[config.mk]
export PLATFORM = sky130hd
export DESIGN_NAME = flash_cmd_server_flat
export DESIGN_NICKNAME = d
export VERILOG_FILES = /design/src/inc/flash_cmd_pkg.sv /design/src/inc/flash_cmd_if.sv /design/src/rtl/flash_cmd_server.sv /design/src/rtl/flash_erase_walker.sv /design/src/flat_wrapper.sv
export VERILOG_INCLUDE_DIRS = /design/src /design/src/inc
export SDC_FILE = /design/constraint.sdc
export NUM_CORES = 1
export LEC_CHECK = 0
export ABC_AREA = 1
export BUFFER_PORTS_ARGS = -buffer_cell sky130_fd_sc_hd__buf_2
export CORE_ASPECT_RATIO = 1.25
export CORE_MARGIN = 3
export CORE_UTILIZATION = 59
export DETAILED_ROUTE_END_ITERATION = 8
export PLACE_DENSITY = 0.91
export SYNTH_ARGS = -nofsm -noshare
export SYNTH_HDL_FRONTEND = slang
export SYNTH_SLANG_ARGS = --single-unit
export TNS_END_PERCENT = 5
[constraint.sdc]
create_clock -name sys_clk_i -period 11.6 [get_ports sys_clk_i]
set_input_delay 0.58 -clock sys_clk_i [delete_from_list [all_inputs] [get_ports sys_clk_i]]
set_output_delay 0.58 -clock sys_clk_i [all_outputs]
set_load 0.01 [all_outputs]
[src/inc/flash_cmd_params.svh]
// constants of the flash block command server and its requester
// assumes: included by the package and the design files by bare name
`ifndef FLASH_CMD_PARAMS_SVH
`define FLASH_CMD_PARAMS_SVH

// store geometry
`define FC_NUM_BLOCKS      16'h0077
`define FC_BLOCK_SIZE      16'h0200
`define FC_BLOCK_IDX_W     7

// addressing of storage commands
`define FC_CLUSTER_ID      16'h0023
`define FC_DEVICE_EP       8'he6

// header layout, byte offsets in the payload
`define FC_OFS_CODE        4'h0
`define FC_OFS_OPTIONS     4'h1
`define FC_OFS_BLOCK       4'h2
`define FC_OFS_INDEX       4'h4
`define FC_OFS_COUNT       4'h6
`define FC_HDR_LEN         4'h8

// command and response codes
`define FC_CMD_GEOMETRY    8'h00
`define FC_CMD_ERASE       8'h01
`define FC_CMD_WRITE       8'h02
`define FC_CMD_ERASE_WRITE 8'h03
`define FC_CMD_READ        8'h04
`define FC_RSP_FLAG        8'h80
`define FC_RSP_GEOMETRY    8'h80
`define FC_RSP_ERASE       8'h81

// status byte: bit 0 is the error flag, the rest reads zero
`define FC_STATUS_OK       8'h00
`define FC_STATUS_ERR      8'h01

`endif

[src/inc/flash_cmd_pkg.sv]
// types and header packing shared by both ends of the storage command link
// assumes: flash_cmd_params.svh on the include path
`include "flash_cmd_params.svh"

package flash_cmd_pkg;

  typedef struct packed {
    logic [7:0]  code;
    logic [7:0]  opt_status;
    logic [15:0] block;
    logic [15:0] index;
    logic [15:0] count;
  } hdr_s;

  typedef enum logic [1:0] {
    SRV_RX    = 2'b00,
    SRV_EXEC  = 2'b01,
    SRV_ERASE = 2'b11,
    SRV_TX    = 2'b10
  } srv_state_e;

  typedef enum logic [1:0] {
    REQ_IDLE = 2'b00,
    REQ_SEND = 2'b01
  } req_state_e;

  // header goes on the wire first byte first, so every 16-bit field is msb first
  function automatic logic [7:0] hdr_byte(input hdr_s h, input logic [3:0] idx);
    logic [63:0] flat;
    flat = h;
    hdr_byte = flat[8'(7 - idx) * 8 +: 8];
  endfunction : hdr_byte

  function automatic hdr_s hdr_shift(input hdr_s h, input logic [7:0] b);
    logic [63:0] flat;
    flat = h;
    hdr_shift = {flat[55:0], b};
  endfunction : hdr_shift

endpackage : flash_cmd_pkg

[src/inc/flash_cmd_if.sv]
// byte-serial carrier of one explicit frame payload in each direction
// assumes: both ends on the same clock; the requester always takes response bytes
`timescale 1ns/1ps

interface flash_cmd_if;
  // request path, requester to server
  logic        req_valid;
  logic        req_ready;
  logic [7:0]  req_byte;
  logic        req_last;
  logic [15:0] req_cluster;
  logic [7:0]  req_dst_ep;
  logic [7:0]  req_src_ep;
  logic        req_bcast;
  // response path, server to requester
  logic        rsp_valid;
  logic [7:0]  rsp_byte;
  logic        rsp_last;
  logic [7:0]  rsp_dst_ep;

  modport server (
    input  req_valid, req_byte, req_last, req_cluster, req_dst_ep, req_src_ep, req_bcast,
    output req_ready, rsp_valid, rsp_byte, rsp_last, rsp_dst_ep
  );

  modport requester (
    output req_valid, req_byte, req_last, req_cluster, req_dst_ep, req_src_ep, req_bcast,
    input  req_ready, rsp_valid, rsp_byte, rsp_last, rsp_dst_ep
  );
endinterface : flash_cmd_if

[src/rtl/flash_cmd_server.sv]
// device end: decodes storage command payloads, erases flash, answers unicasts
// assumes: one payload per frame, header bytes first; flash erase macro outside
`timescale 1ns/1ps
`include "flash_cmd_params.svh"

module flash_cmd_server (
  // clock and reset
  input  wire logic                       sys_clk_i,
  input  wire logic                       sys_rst_i,
  // link to the requester
  flash_cmd_if.server                     link,
  // flash erase port
  output logic                            erase_req_o,
  output logic [`FC_BLOCK_IDX_W-1:0]      erase_block_o,
  input  wire logic                       erase_ack_i,
  // status
  output logic                            busy_o,
  output logic                            cmd_done_o,
  output logic                            cmd_error_o
);

  flash_cmd_pkg::srv_state_e state_reg;
  flash_cmd_pkg::hdr_s       hdr_reg;
  flash_cmd_pkg::hdr_s       rsp_reg;
  logic [3:0]                rx_cnt_reg;
  logic [3:0]                tx_cnt_reg;
  logic                      accept_reg;
  logic                      bcast_reg;
  logic [7:0]                src_ep_reg;
  logic                      ready_reg;
  logic                      erase_start;
  logic                      erase_done;
  logic                      erase_all;
  logic                      block_bad;
  logic                      frame_ours;

  assign frame_ours = (link.req_cluster == `FC_CLUSTER_ID) &&
                      (link.req_dst_ep == `FC_DEVICE_EP);
  assign block_bad  = (hdr_reg.block >= `FC_NUM_BLOCKS);
  assign erase_all  = (hdr_reg.count == 16'h0000);
  // a dropped frame must never reach the flash, so acceptance gates the erase
  assign erase_start = (state_reg == flash_cmd_pkg::SRV_EXEC) && accept_reg &&
                       (hdr_reg.code == `FC_CMD_ERASE) &&
                       (erase_all || !block_bad);

  // request intake: header bytes shift in, trailing data is swallowed
  always_ff @(posedge sys_clk_i or posedge sys_rst_i) begin
    if (sys_rst_i) begin
      hdr_reg    <= '0;
      rx_cnt_reg <= 4'h0;
      accept_reg <= 1'b0;
      bcast_reg  <= 1'b0;
      src_ep_reg <= 8'h00;
    end else if (state_reg == flash_cmd_pkg::SRV_RX && link.req_valid && ready_reg) begin
      if (rx_cnt_reg < `FC_HDR_LEN) begin
        hdr_reg    <= flash_cmd_pkg::hdr_shift(hdr_reg, link.req_byte);
        rx_cnt_reg <= rx_cnt_reg + 4'h1;
      end
      if (link.req_last) begin
        // a frame shorter than the header is dropped silently
        accept_reg <= frame_ours && (rx_cnt_reg >= `FC_HDR_LEN - 4'h1);
        bcast_reg  <= link.req_bcast;
        src_ep_reg <= link.req_src_ep;
        rx_cnt_reg <= 4'h0;
      end
    end
  end

  // control sequence
  always_ff @(posedge sys_clk_i or posedge sys_rst_i) begin
    if (sys_rst_i) begin
      state_reg <= flash_cmd_pkg::SRV_RX;
      ready_reg <= 1'b0;
    end else begin
      case (state_reg)
        flash_cmd_pkg::SRV_RX: begin
          ready_reg <= 1'b1;
          if (link.req_valid && ready_reg && link.req_last) begin
            ready_reg <= 1'b0;
            state_reg <= flash_cmd_pkg::SRV_EXEC;
          end
        end
        flash_cmd_pkg::SRV_EXEC: begin
          if (!accept_reg) begin
            state_reg <= flash_cmd_pkg::SRV_RX;
          end else if (erase_start) begin
            state_reg <= flash_cmd_pkg::SRV_ERASE;
          end else if (bcast_reg) begin
            state_reg <= flash_cmd_pkg::SRV_RX;
          end else begin
            state_reg <= flash_cmd_pkg::SRV_TX;
          end
        end
        flash_cmd_pkg::SRV_ERASE: begin
          if (erase_done) begin
            state_reg <= bcast_reg ? flash_cmd_pkg::SRV_RX :
                                     flash_cmd_pkg::SRV_TX;
          end
        end
        flash_cmd_pkg::SRV_TX: begin
          if (tx_cnt_reg == `FC_HDR_LEN - 4'h1) begin
            state_reg <= flash_cmd_pkg::SRV_RX;
          end
        end
        default: begin
          state_reg <= flash_cmd_pkg::SRV_RX;
        end
      endcase
    end
  end

  // response header is built while the command executes
  always_ff @(posedge sys_clk_i or posedge sys_rst_i) begin
    if (sys_rst_i) begin
      rsp_reg <= '0;
    end else if (state_reg == flash_cmd_pkg::SRV_EXEC) begin
      rsp_reg.code  <= hdr_reg.code | `FC_RSP_FLAG;
      rsp_reg.block <= hdr_reg.block;
      rsp_reg.index <= hdr_reg.index;
      rsp_reg.count <= 16'h0000;
      case (hdr_reg.code)
        `FC_CMD_GEOMETRY: begin
          rsp_reg.opt_status <= `FC_STATUS_OK;
          rsp_reg.block      <= `FC_NUM_BLOCKS;
          rsp_reg.index      <= `FC_BLOCK_SIZE;
        end
        `FC_CMD_ERASE: begin
          // start index is echoed but never used to address flash
          rsp_reg.opt_status <= (!erase_all && block_bad) ? `FC_STATUS_ERR :
                                                            `FC_STATUS_OK;
        end
        default: begin
          // write and read paths are not built here; they are refused
          rsp_reg.opt_status <= `FC_STATUS_ERR;
        end
      endcase
    end
  end

  // response serializer
  always_ff @(posedge sys_clk_i or posedge sys_rst_i) begin
    if (sys_rst_i) begin
      tx_cnt_reg      <= 4'h0;
      link.rsp_valid  <= 1'b0;
      link.rsp_byte   <= 8'h00;
      link.rsp_last   <= 1'b0;
      link.rsp_dst_ep <= 8'h00;
    end else begin
      link.rsp_valid <= 1'b0;
      link.rsp_last  <= 1'b0;
      if (state_reg == flash_cmd_pkg::SRV_TX) begin
        link.rsp_valid  <= 1'b1;
        link.rsp_byte   <= flash_cmd_pkg::hdr_byte(rsp_reg, tx_cnt_reg);
        link.rsp_last   <= (tx_cnt_reg == `FC_HDR_LEN - 4'h1);
        link.rsp_dst_ep <= src_ep_reg;
        tx_cnt_reg      <= (tx_cnt_reg == `FC_HDR_LEN - 4'h1) ? 4'h0 : tx_cnt_reg + 4'h1;
      end
    end
  end

  // status outputs
  always_ff @(posedge sys_clk_i or posedge sys_rst_i) begin
    if (sys_rst_i) begin
      busy_o      <= 1'b0;
      cmd_done_o  <= 1'b0;
      cmd_error_o <= 1'b0;
    end else begin
      busy_o      <= (state_reg != flash_cmd_pkg::SRV_RX);
      cmd_done_o  <= 1'b0;
      cmd_error_o <= 1'b0;
      if ((state_reg == flash_cmd_pkg::SRV_EXEC && accept_reg && !erase_start) ||
          (state_reg == flash_cmd_pkg::SRV_ERASE && erase_done)) begin
        cmd_done_o  <= 1'b1;
        cmd_error_o <= (hdr_reg.code == `FC_CMD_ERASE) ? (!erase_all && block_bad) :
                       (hdr_reg.code != `FC_CMD_GEOMETRY);
      end
    end
  end

  assign link.req_ready = ready_reg;

  flash_erase_walker u_erase (
    .sys_clk_i     (sys_clk_i),
    .sys_rst_i     (sys_rst_i),
    .start_i       (erase_start),
    .all_i         (erase_all),
    .block_i       (hdr_reg.block[`FC_BLOCK_IDX_W-1:0]),
    .done_o        (erase_done),
    .erase_req_o   (erase_req_o),
    .erase_block_o (erase_block_o),
    .erase_ack_i   (erase_ack_i)
  );

endmodule : flash_cmd_server

[src/rtl/flash_erase_walker.sv]
// walks one block or the whole store through the flash erase handshake
// assumes: the flash macro holds erase_ack_i high for one cycle per block done
`timescale 1ns/1ps
`include "flash_cmd_params.svh"

module flash_erase_walker (
  // clock and reset
  input  wire logic                       sys_clk_i,
  input  wire logic                       sys_rst_i,
  // command side
  input  wire logic                       start_i,
  input  wire logic                       all_i,
  input  wire logic [`FC_BLOCK_IDX_W-1:0] block_i,
  output logic                            done_o,
  // flash side
  output logic                            erase_req_o,
  output logic [`FC_BLOCK_IDX_W-1:0]      erase_block_o,
  input  wire logic                       erase_ack_i
);

  localparam logic [`FC_BLOCK_IDX_W-1:0] LAST_BLOCK = `FC_BLOCK_IDX_W'(`FC_NUM_BLOCKS - 16'h1);

  logic all_reg;

  always_ff @(posedge sys_clk_i or posedge sys_rst_i) begin
    if (sys_rst_i) begin
      erase_req_o   <= 1'b0;
      erase_block_o <= '0;
      all_reg       <= 1'b0;
      done_o        <= 1'b0;
    end else begin
      done_o <= 1'b0;
      if (start_i && !erase_req_o) begin
        erase_req_o   <= 1'b1;
        all_reg       <= all_i;
        erase_block_o <= all_i ? '0 : block_i;
      end else if (erase_req_o && erase_ack_i) begin
        // whole-store erase steps through every block in turn
        if (all_reg && erase_block_o != LAST_BLOCK) begin
          erase_block_o <= erase_block_o + 1'b1;
        end else begin
          erase_req_o <= 1'b0;
          done_o      <= 1'b1;
        end
      end
    end
  end

endmodule : flash_erase_walker

[src/flat_wrapper.sv]
// flat-port wrapper written by rule: the top's interface ports become plain ports
module flash_cmd_server_flat 
  (sys_clk_i, sys_rst_i, erase_req_o, erase_block_o, erase_ack_i, busy_o, cmd_done_o, cmd_error_o, link_req_valid, link_req_byte, link_req_last, link_req_cluster, link_req_dst_ep, link_req_src_ep, link_req_bcast, link_req_ready, link_rsp_valid, link_rsp_byte, link_rsp_last, link_rsp_dst_ep);
  flash_cmd_if link_i ();
  input  wire logic sys_clk_i;
  input  wire logic sys_rst_i;
  output logic erase_req_o;
  output logic [`FC_BLOCK_IDX_W-1:0] erase_block_o;
  input  wire logic erase_ack_i;
  output logic busy_o;
  output logic cmd_done_o;
  output logic cmd_error_o;
  input wire logic [$bits(link_i.req_valid)-1:0] link_req_valid;
  input wire logic [$bits(link_i.req_byte)-1:0] link_req_byte;
  input wire logic [$bits(link_i.req_last)-1:0] link_req_last;
  input wire logic [$bits(link_i.req_cluster)-1:0] link_req_cluster;
  input wire logic [$bits(link_i.req_dst_ep)-1:0] link_req_dst_ep;
  input wire logic [$bits(link_i.req_src_ep)-1:0] link_req_src_ep;
  input wire logic [$bits(link_i.req_bcast)-1:0] link_req_bcast;
  output wire logic [$bits(link_i.req_ready)-1:0] link_req_ready;
  output wire logic [$bits(link_i.rsp_valid)-1:0] link_rsp_valid;
  output wire logic [$bits(link_i.rsp_byte)-1:0] link_rsp_byte;
  output wire logic [$bits(link_i.rsp_last)-1:0] link_rsp_last;
  output wire logic [$bits(link_i.rsp_dst_ep)-1:0] link_rsp_dst_ep;
  assign link_i.req_valid = link_req_valid;
  assign link_i.req_byte = link_req_byte;
  assign link_i.req_last = link_req_last;
  assign link_i.req_cluster = link_req_cluster;
  assign link_i.req_dst_ep = link_req_dst_ep;
  assign link_i.req_src_ep = link_req_src_ep;
  assign link_i.req_bcast = link_req_bcast;
  assign link_req_ready = link_i.req_ready;
  assign link_rsp_valid = link_i.rsp_valid;
  assign link_rsp_byte = link_i.rsp_byte;
  assign link_rsp_last = link_i.rsp_last;
  assign link_rsp_dst_ep = link_i.rsp_dst_ep;
  flash_cmd_server u_core (.sys_clk_i(sys_clk_i), .sys_rst_i(sys_rst_i), .link(link_i), .erase_req_o(erase_req_o), .erase_block_o(erase_block_o), .erase_ack_i(erase_ack_i), .busy_o(busy_o), .cmd_done_o(cmd_done_o), .cmd_error_o(cmd_error_o));
endmodule
# Word level (Yosys, flattened, before mapping)
# Cells that the tools add are included.
# op_classes
n_shift	1
bitwise	0
magnitude_cmp	3
div	0
n_mux	29
n_addsub	4
eq_ne	12
mul	0
n_reduce_logical	35
# op_table
cell	n
variable part select 64 x 12 -> 8 bit	1
2-to-1 mux 32 bit	1
2-to-1 mux 7 bit	4
== test 16 x 6 -> 1 bit, second input constant	1
greater-or-equal comparator 16 x 7 -> 1 bit, second input constant	1
zero test 16 bit	1
one-hot mux 8 bit (2 select lines)	1
logical AND 1 bit	15
2-to-1 mux 1 bit	13
2-to-1 mux 2 bit	6
2-to-1 mux 4 bit	3
AND reduction 2 bit	5
adder 4 x 1 -> 4 bit, second input constant	2
== test 8 x 1 -> 1 bit, second input constant	1
== test 8 bit, second input constant	1
zero test 8 bit	1
one-hot mux 2 bit (4 select lines)	1
nonzero test 2 bit	4
nonzero test 8 bit	1
adder 7 x 1 -> 7 bit, second input constant	1
!= test 7 bit, second input constant	1
!= test 2 bit, second input constant	3
subtractor 3 x 4 -> 5 bit, first input constant	1
== test 2 bit, second input constant	2
9 further kinds	13
# word_totals
out_inout_bits	30
memories	0
ram_bits	0
ff_bits	164
mem_bits_ro	0
word_cells	111
latchBits	0

# Depth between registers and ports, before layout
# Gate-level depths: netlist of the first run.
# logic_depth
ltp_word	8
mapped_depth	12
mapped_depth_nobuf	12

# Cells and area by module
# A second synthesis of the first run with hierarchy kept.
# unflattened
cells_unflattened	804
area_unflattened_um2	6911.6
# modules_own_cells
mod	area_each_um2	cells_per_inst	n_inst	seq_area_each_um2
flash_cmd_server	6253.5	714	1	3678.5
flash_erase_walker	658.1	90	1	250.2

# Worst setup path after synthesis of the first run
# OpenSTA, ideal clock, no wires.
# synth_path
path_type	flip-flop to flip-flop
start	register u_core.u_erase.erase_block_o[0]
end	register u_core.u_erase.erase_block_o[3]
slack_ps	10094
path_stages_with_launch	13
t_arrival_ps	1393
setup_time_ps	113
path_buffers	0
cell_sequence	dfrtp_1 -> inv_1 -> ha_1 -> nand2_1 -> nor2_1 -> nand3_1 -> nand3b_2 -> inv_1 -> nand2_1 -> nand2_1 -> o21ai_1 -> nand2_1 -> inv_1
# synth_via
elab_chain_cells	4
word_cells_on_any_way	8
cone_classes	add/sub (1); eq/ne (1); mux (3); reduce/logical (3)
# synth_lines
item	line_no	source
start, declared	flash_erase_walker.sv:17	output logic [`FC_BLOCK_IDX_W-1:0] erase_block_o,
start signal, assigned	flash_erase_walker.sv:36	erase_block_o <= all_i ? '0 : block_i;
start signal, assigned	flash_erase_walker.sv:40	erase_block_o <= erase_block_o + 1'b1;
adder 7 x 1 -> 7 bit or != test 7 bit (tied branches)	flash_erase_walker.sv:40, flash_erase_walker.sv:39	
2-to-1 mux 7 bit or logical AND 1 bit (tied branches)	flash_erase_walker.sv:39	if (all_reg && erase_block_o != LAST_BLOCK) begin
2-to-1 mux 7 bit or nonzero test 2 bit (tied branches)	-	
2-to-1 mux 7 bit or AND reduction 2 bit (tied branches)	-	
# Several ways; a longest one is shown, not always the timed one. The select of a mux whose other input is x is not followed.
# A chain may end at the register's enable or synchronous reset.

# Worst setup path in the final report of the first run
# layout_path
start	register u_core.state_reg[1]
end	register u_core.hdr_reg[30] in the netlist's numbering
# layout_via
elab_chain_cells	4
# layout_lines
item	line_no	source
start, declared	flash_cmd_server.sv:22	flash_cmd_pkg::srv_state_e state_reg;
start signal, assigned	flash_cmd_server.sv:72	state_reg <= flash_cmd_pkg::SRV_RX;
start signal, assigned	flash_cmd_server.sv:80	state_reg <= flash_cmd_pkg::SRV_EXEC;
start signal, assigned	flash_cmd_server.sv:85	state_reg <= flash_cmd_pkg::SRV_RX;
zero test 2 bit	flash_cmd_server.sv:54	end else if (state_reg == flash_cmd_pkg::SRV_RX && link.req_valid && ready_reg) begin
logical AND 1 bit (2 in a row)	flash_cmd_server.sv:54	
AND reduction 2 bit (no source line)	-	
end signal, assigned	flash_cmd_server.sv:56	hdr_reg <= flash_cmd_pkg::hdr_shift(hdr_reg, link.req_byte);
end, declared	flash_cmd_server.sv:23	flash_cmd_pkg::hdr_s hdr_reg;
# Every way passes these cells.

==> impl_metrics.py, run 1 <==
metrics = {
    "grt": {
        "grt_pass1_vias": 5693,
        "overflow": 0,
        "grt_pass1_wl_um": 28080,
        "gr-usage-all-layers_pct": 27.73,
        "grt_antenna_before_repair": 0,
        "grt_max_degree": 92,
    },
    "routing": {
        "drt_drc_violations_left": 0,
        "vias": 5701,
        "drtIter0Drc": 467,
        "vias_per_cell": 5.805,
        "wl_um": 17000,
        "ant_nets": 0,
        "drtPass1Iterations": 5,
        "wl_per_cell_um": 17.31,
    },
    "placed_design": {
        "gp_congestion": 0.8897,
        "pre_cts_ws_ps": 9193,
        "dp_cells": 950,
        "placedInstanceArea_um2": 7303,
        "buffer_ports.inserted": 75,
        "place_hpwl_um": 10070,
    },
    "sta": {
        "final_hold_viol_count": 0,
        "fin_crit_sh_pct": 21.48,
        "clock_skew_ps": 10.39,
        "finalMaxSlewViolations": 0,
        "tightest_slew_ps": 871.0,
        "relSlewSlack_pct": 41.93,
        "setup_viol": 0,
        "whs_ps": 326.6,
        "fmax_mhz": 401.3,
        "fin_setup_tns_ps": 0,
        "fin_ws_ps": 9108,
        "post-route-min-period_ps": 2492,
        "rsz0062_at_grt": "false",
    },
    "clocking": {
        "postCtsSetupBuffers": 0,
        "worstSkewPairLatency_ps": 420,
        "cts_tree": "built",
        "cts_max_level": 4,
        "clk_pin_slew_worst_paths_ps": 60,
        "cts_made_buffers": 17,
        "cts.sinks": 157,
        "cts_resized": 0,
        "clock_path_buffers": 2,
        "cts_hold_buf": 0,
        "cts-root-buf": "clkbuf_16",
    },
    "run": {
        "max-cap-violations": 0,
    },
    "critical_path": {
        "startpoint_type": "flop",
        "slowest_delay_ps": 780,
        "cp_max_fo": 68,
        "worst-path-buf-inv": 2,
        "ff2ff_path_depth": 7,
        "cp_slowest_cell": "inv_4",
        "cp-endpoint": "u_core.hdr_reg[30]",
        "worstSetupPathDepth": 7,
        "timing.rr.end": "u_core.hdr_reg[30]",
        "cp_top_family": "buffers and inverters",
        "timing.reg2reg.setup_slack_ps": 9110,
        "cp_cell_sequence": "nor2_2 > inv_2 > nor2_4 > nand2_4 > inv_4 > nand2_1 > o21ai_1",
        "critPathLaunch": "u_core.state_reg[1]",
        "r2r_start": "u_core.state_reg[1]",
        "endpoint_kind": "flop",
        "worst-endpoint-arrival_ps": 2820,
        "cp.required_ps": 11930,
        "crit_type": "reg2reg",
    },
    "final_layout": {
        "drive_gt1_share_pct": 20.43,
        "largest_reg_flops": 64,
        "antennaDiodeCount": 0,
        "final_common_cell": "nand2_1",
        "synthToLayoutAreaGrowth_pct": 14.55,
        "fin_util_pct": 70.54,
        "mostFrequentLayoutCells": "nand2_1 (173), dfrtp_1 (157), o21ai_0 (90)",
        "final_cells": 982,
        "layout.nets": 884,
        "fin_area_um2": 7970,
    },
    "synthesis": {
        "ys.flop_type": "dfrtp_1",
        "yosys_register_bits": 157,
        "syn_nets": 820,
        "synth_edf_count": 0,
        "yosysUniqueCellTypes": 39,
        "syn_area_um2": 6958,
        "synthCells": 770,
        "synthArstFlopShare_pct": 100.0,
        "ys_seq_area_share_pct": 56.46,
        "syn-mean-instance-area_um2": 9.036,
        "yosysWarningCount": 0,
    },
    "die": {
        "die_h_um": 127.4,
        "die_w_um": 103.1,
        "rows": 43,
        "die_area_um2": 13140,
        "io_pins": 76,
        "core_um2": 11300,
        "start_util_pct": 61.58,
    },
    "power_and_ir_drop": {
        "vdd_drop_max_mv": 0.2000,
        "p_leak_nw": 3.971,
        "p_total_mw": 2.065,
        "p_per_area_nw_per_um2": 259.1,
    },
    "run_status": {
        "outcome": "finished, final reports clean",
    },
    "min_path": {
        "worstHoldPathType": "in2async",
    },
}
synthesized netlist by cell type (all sizes together) (2+ instances only):
| cell type | instances | area share [%] |
|---|---|---|
| o31ai | 7 | 0.76 |
| clkbuf | 11 | 0.59 |
| nand3 | 38 | 2.8 |
| buf | 22 | 2.7 |
| dfrtp | 157 | 56 |
| nand3b | 2 | 0.27 |
| a21oi | 13 | 0.94 |
| o22ai | 7 | 0.63 |
| nor2 | 48 | 3.0 |
| a31oi | 2 | 0.18 |
| xor2 | 3 | 0.38 |
| nand2 | 197 | 12 |
| nand4 | 5 | 0.54 |
| ha | 4 | 0.72 |
| o211ai | 5 | 0.54 |
| nor4 | 3 | 0.27 |
| o21ai | 142 | 11 |
| a22o | 6 | 0.76 |
| inv | 92 | 5.0 |
layer usage:
metal | global-route usage, % | wire, µm
met3 | 5.025 | 914
met4 | 10.82 | 577
met5 | 0 | 0
met1 | 36.19 | 6688
met2 | 45.75 | 8818
cell type report:
cell class,count,area (µm²)
sequential,157,3929
inverter,93,356.6
multi-input combinational,487,2451
clock buffer,19,452.9
timing repair buffer,78,397.9
clock inverter,13,214.0
tap,135,168.9
fill,779,3328
worst register-to-register path: cells and delay by family, from the launching register on:
| kind | cells | cell delay [ps] |
|---|---|---|
| simple gates | 4 | 910 |
| flops | 1 | 470 |
| buf+inv | 2 | 890 |
| compound gates | 1 | 130 |
worst min path at each step:
| stage | cells after the start | end | slack (ps) | start |
|---|---|---|---|---|
| after floorplan | 2 | u_core.rsp_reg[63] | 420 | u_core.rsp_reg[63] |
| after global placement | 2 | u_core.rsp_reg[63] | 440 | u_core.rsp_reg[63] |
| after detailed placement | 2 | u_core.rsp_reg[63] | 440 | u_core.rsp_reg[63] |
| after CTS | 2 | u_core.rsp_reg[47] | 360 | sys_rst_i |
| after global routing | 3 | u_core.hdr_reg[1] | 370 | link_req_byte[1] |
| final | 2 | u_core.rsp_reg[47] | 330 | sys_rst_i |
power by group:
part	switching (mW)	total [mW]	internal [mW]
sequential	0.135	0.867	0.732
clock	0.224	0.618	0.394
combinational	0.409	0.580	0.172
kinds of logic (layout without fill, tap and decap cells):
| family | Yosys count | after routing | synth area share [%] |
|---|---|---|---|
| and+or+nand+nor | 295 | 295 | 18.68 |
| AOI/OAI and AO/OA | 184 | 184 | 15.32 |
| DFF | 157 | 157 | 56.46 |
| buffers and inverters | 126 | 203 | 8.308 |
| adders and majority gates | 4 | 4 | 0.7193 |
| xor gates and xnor gates | 4 | 4 | 0.5036 |
No activity file was read; power rests on OpenSTA's default activity.
==> run 2, diff against run 1 <==
CORE_UTILIZATION = 58   (was 59)
PLACE_DENSITY = 0.9   (was 0.91)
clock period = 2.5 ns   (was 11.6 ns; I/O delays follow)
==> impl_metrics.py, run 2 (synthesis results as in run 1) <==
metrics = {
    "run_status": {
        "outcome": "finished, violations left",
        "violations": "negative hold slack",
    },
    "grt": {
        "use_met2_pct": 46.65,
        "gr-usage-all-layers_pct": 26.93,
        "grt_antenna_before_repair": 0,
        "met3_usage_pct": 5.569,
        "overflow": 0,
        "grt_pass1_wl_um": 28650,
        "grt_max_degree": 158,
        "use_met1_pct": 33.00,
        "top_usage_layer": "met2",
        "grt_pass1_vias": 5771,
    },
    "final_layout": {
        "mostFrequentLayoutCells": "nand2_1 (173), dfrtp_1 (157), o21ai_0 (90)",
        "final_common_cell": "nand2_1",
        "antennaDiodeCount": 0,
        "layout.nets": 908,
        "drive_gt1_share_pct": 20.44,
        "synthToLayoutAreaGrowth_pct": 17.25,
        "largest_reg_flops": 64,
    },
    "die": {
        "rows": 44,
        "core_um2": 11670,
        "die_w_um": 104.0,
        "die_h_um": 128.5,
        "io_pins": 76,
        "die_area_um2": 13350,
        "start_util_pct": 59.62,
    },
    "critical_path": {
        "startpoint_type": "flop",
        "r2r_start": "u_core.state_reg[1]",
        "slowest_delay_ps": 490,
        "worst-path-buf-inv": 2,
        "endpoint_kind": "flop",
        "cp_slowest_cell": "dfrtp_1",
        "timing.rr.end": "u_core.rx_cnt_reg[2]",
        "worst-endpoint-arrival_ps": 2190,
        "cp_max_fo": 67,
        "cp_top_family": "buffers and inverters",
        "ff2ff_path_depth": 8,
        "cpMostUsedCell": "a21oi_1",
        "timing.reg2reg.setup_slack_ps": 620,
        "cp.required_ps": 2810,
        "crit_type": "reg2reg",
        "cp_cell_sequence": "nor2_2 > inv_2 > nor2_4 > nand2_4 > buf_4 > nand2_1 > a21oi_1 > a21oi_1",
    },
    "placed_design": {
        "gp_congestion": 0.9737,
        "buffer_ports.inserted": 75,
        "pre_cts_ws_ps": 656.9,
        "place_hpwl_um": 10490,
    },
    "sta": {
        "fin_ws_ps": 617.4,
        "fin_setup_tns_ps": 0,
        "clock_skew_ps": 6.336,
        "relSlewSlack_pct": 45.87,
        "rsz0062_at_grt": "false",
        "fmax_mhz": 531.2,
        "tightest_slew_ps": 811.9,
        "final_hold_viol_count": 71,
        "post-route-min-period_ps": 1883,
        "setup_viol": 0,
        "whs_ps": -56.89,
        "finalMaxSlewViolations": 0,
        "fin_crit_sh_pct": 75.30,
    },
    "routing": {
        "ant_nets": 0,
        "vias": 5886,
        "vias_per_cell": 5.703,
        "drtPass1Iterations": 5,
        "wl_um": 17390,
        "wl_per_cell_um": 16.85,
        "drt_drc_violations_left": 0,
        "drtIter0Drc": 521,
    },
    "clocking": {
        "cts_made_buffers": 17,
        "clk_pin_slew_worst_paths_ps": 70,
        "cts_resized": 0,
        "cts.sinks": 157,
        "clock_path_buffers": 2,
        "cts_tree": "built",
        "cts_max_level": 4,
        "cts-root-buf": "clkbuf_16",
        "worstSkewPairLatency_ps": 430,
    },
    "min_path": {
        "worstHoldPathType": "in2async",
    },
    "power_and_ir_drop": {
        "p_leak_nw": 4.054,
        "p_per_area_nw_per_um2": 1142,
        "p_total_mw": 9.319,
        "vdd_drop_max_mv": 0.7597,
    },
    "run": {
        "max-cap-violations": 0,
    },
}
-- run 2: changes by cell type in the layout (fill, tap and decap cells not counted), sizes merged --
cell	before	now
dlygate4sd3	0	19
inv	92	98
buf	78	83
bufinv	5	1
clkinvlp	5	2
clkinv	4	6
clkbuf	19	18
-- run 2: where the power goes --
part / switching (mW) / internal [mW]
Combinational: 1.93 / 0.862
Sequential: 0.616 / 3.40
Clock: 1.10 / 1.42
-- run 2: final cells by class --
class	count	area, µm²
clock inverter	14	131.4
clock buffer	18	439.2
inverter	93	355.3
sequential	157	3929
fill	801	3513
timing repair buffer	102	650.6
tap	161	201.4
multi-input combinational	487	2451
-- run 2: tightest hold or removal path, cell delays in order --
cell	delay, ps
buf_2	110
clkinvlp_4	70
buf_12	550
-- run 2: per-layer routing --
| layer | routed length, µm | share of wire [%] |
|---|---|---|
| met1 | 6658 | 38 |
| met2 | 8990 | 52 |
| met3 | 1081 | 6.2 |
| met4 | 661 | 3.8 |
| met5 | 0 | 0 |
-- run 2: worst max path at each step --
| stage | startpoint | end | slack, ps | depth (start not counted) |
|---|---|---|---|---|
| CTS | u_core.state_reg[1] | u_core.rx_cnt_reg[2] | 680 | 8 |
| finish | u_core.state_reg[1] | u_core.rx_cnt_reg[2] | 620 | 8 |
| global placement | u_core.state_reg[1] | u_core.hdr_reg[58] | 790 | 8 |
| floorplan | sys_rst_i | u_core.accept_reg | 390 | 1 |
| detailed placement | u_core.state_reg[1] | u_core.rx_cnt_reg[2] | 660 | 8 |
| global route | u_core.state_reg[1] | u_core.rx_cnt_reg[2] | 480 | 8 |
-- run 2: metrics by stage --
stage / instance area, µm² / std cells / utilization, %
after floorplan: 6962 / 770 / -
after global placement: 7397 / 981 / 63.38
after detailed placement: 7397 / 981 / 63.38
after CTS: 8158 / 1032 / 69.90
after global routing: 8158 / 1032 / 69.90
final: 8158 / 1032 / 69.90
-- run 2: what timing repair did --
action,CTS,global route
endpoints found under the hold margin,19,0
buffers inserted,0,0
hold buffers,19,0
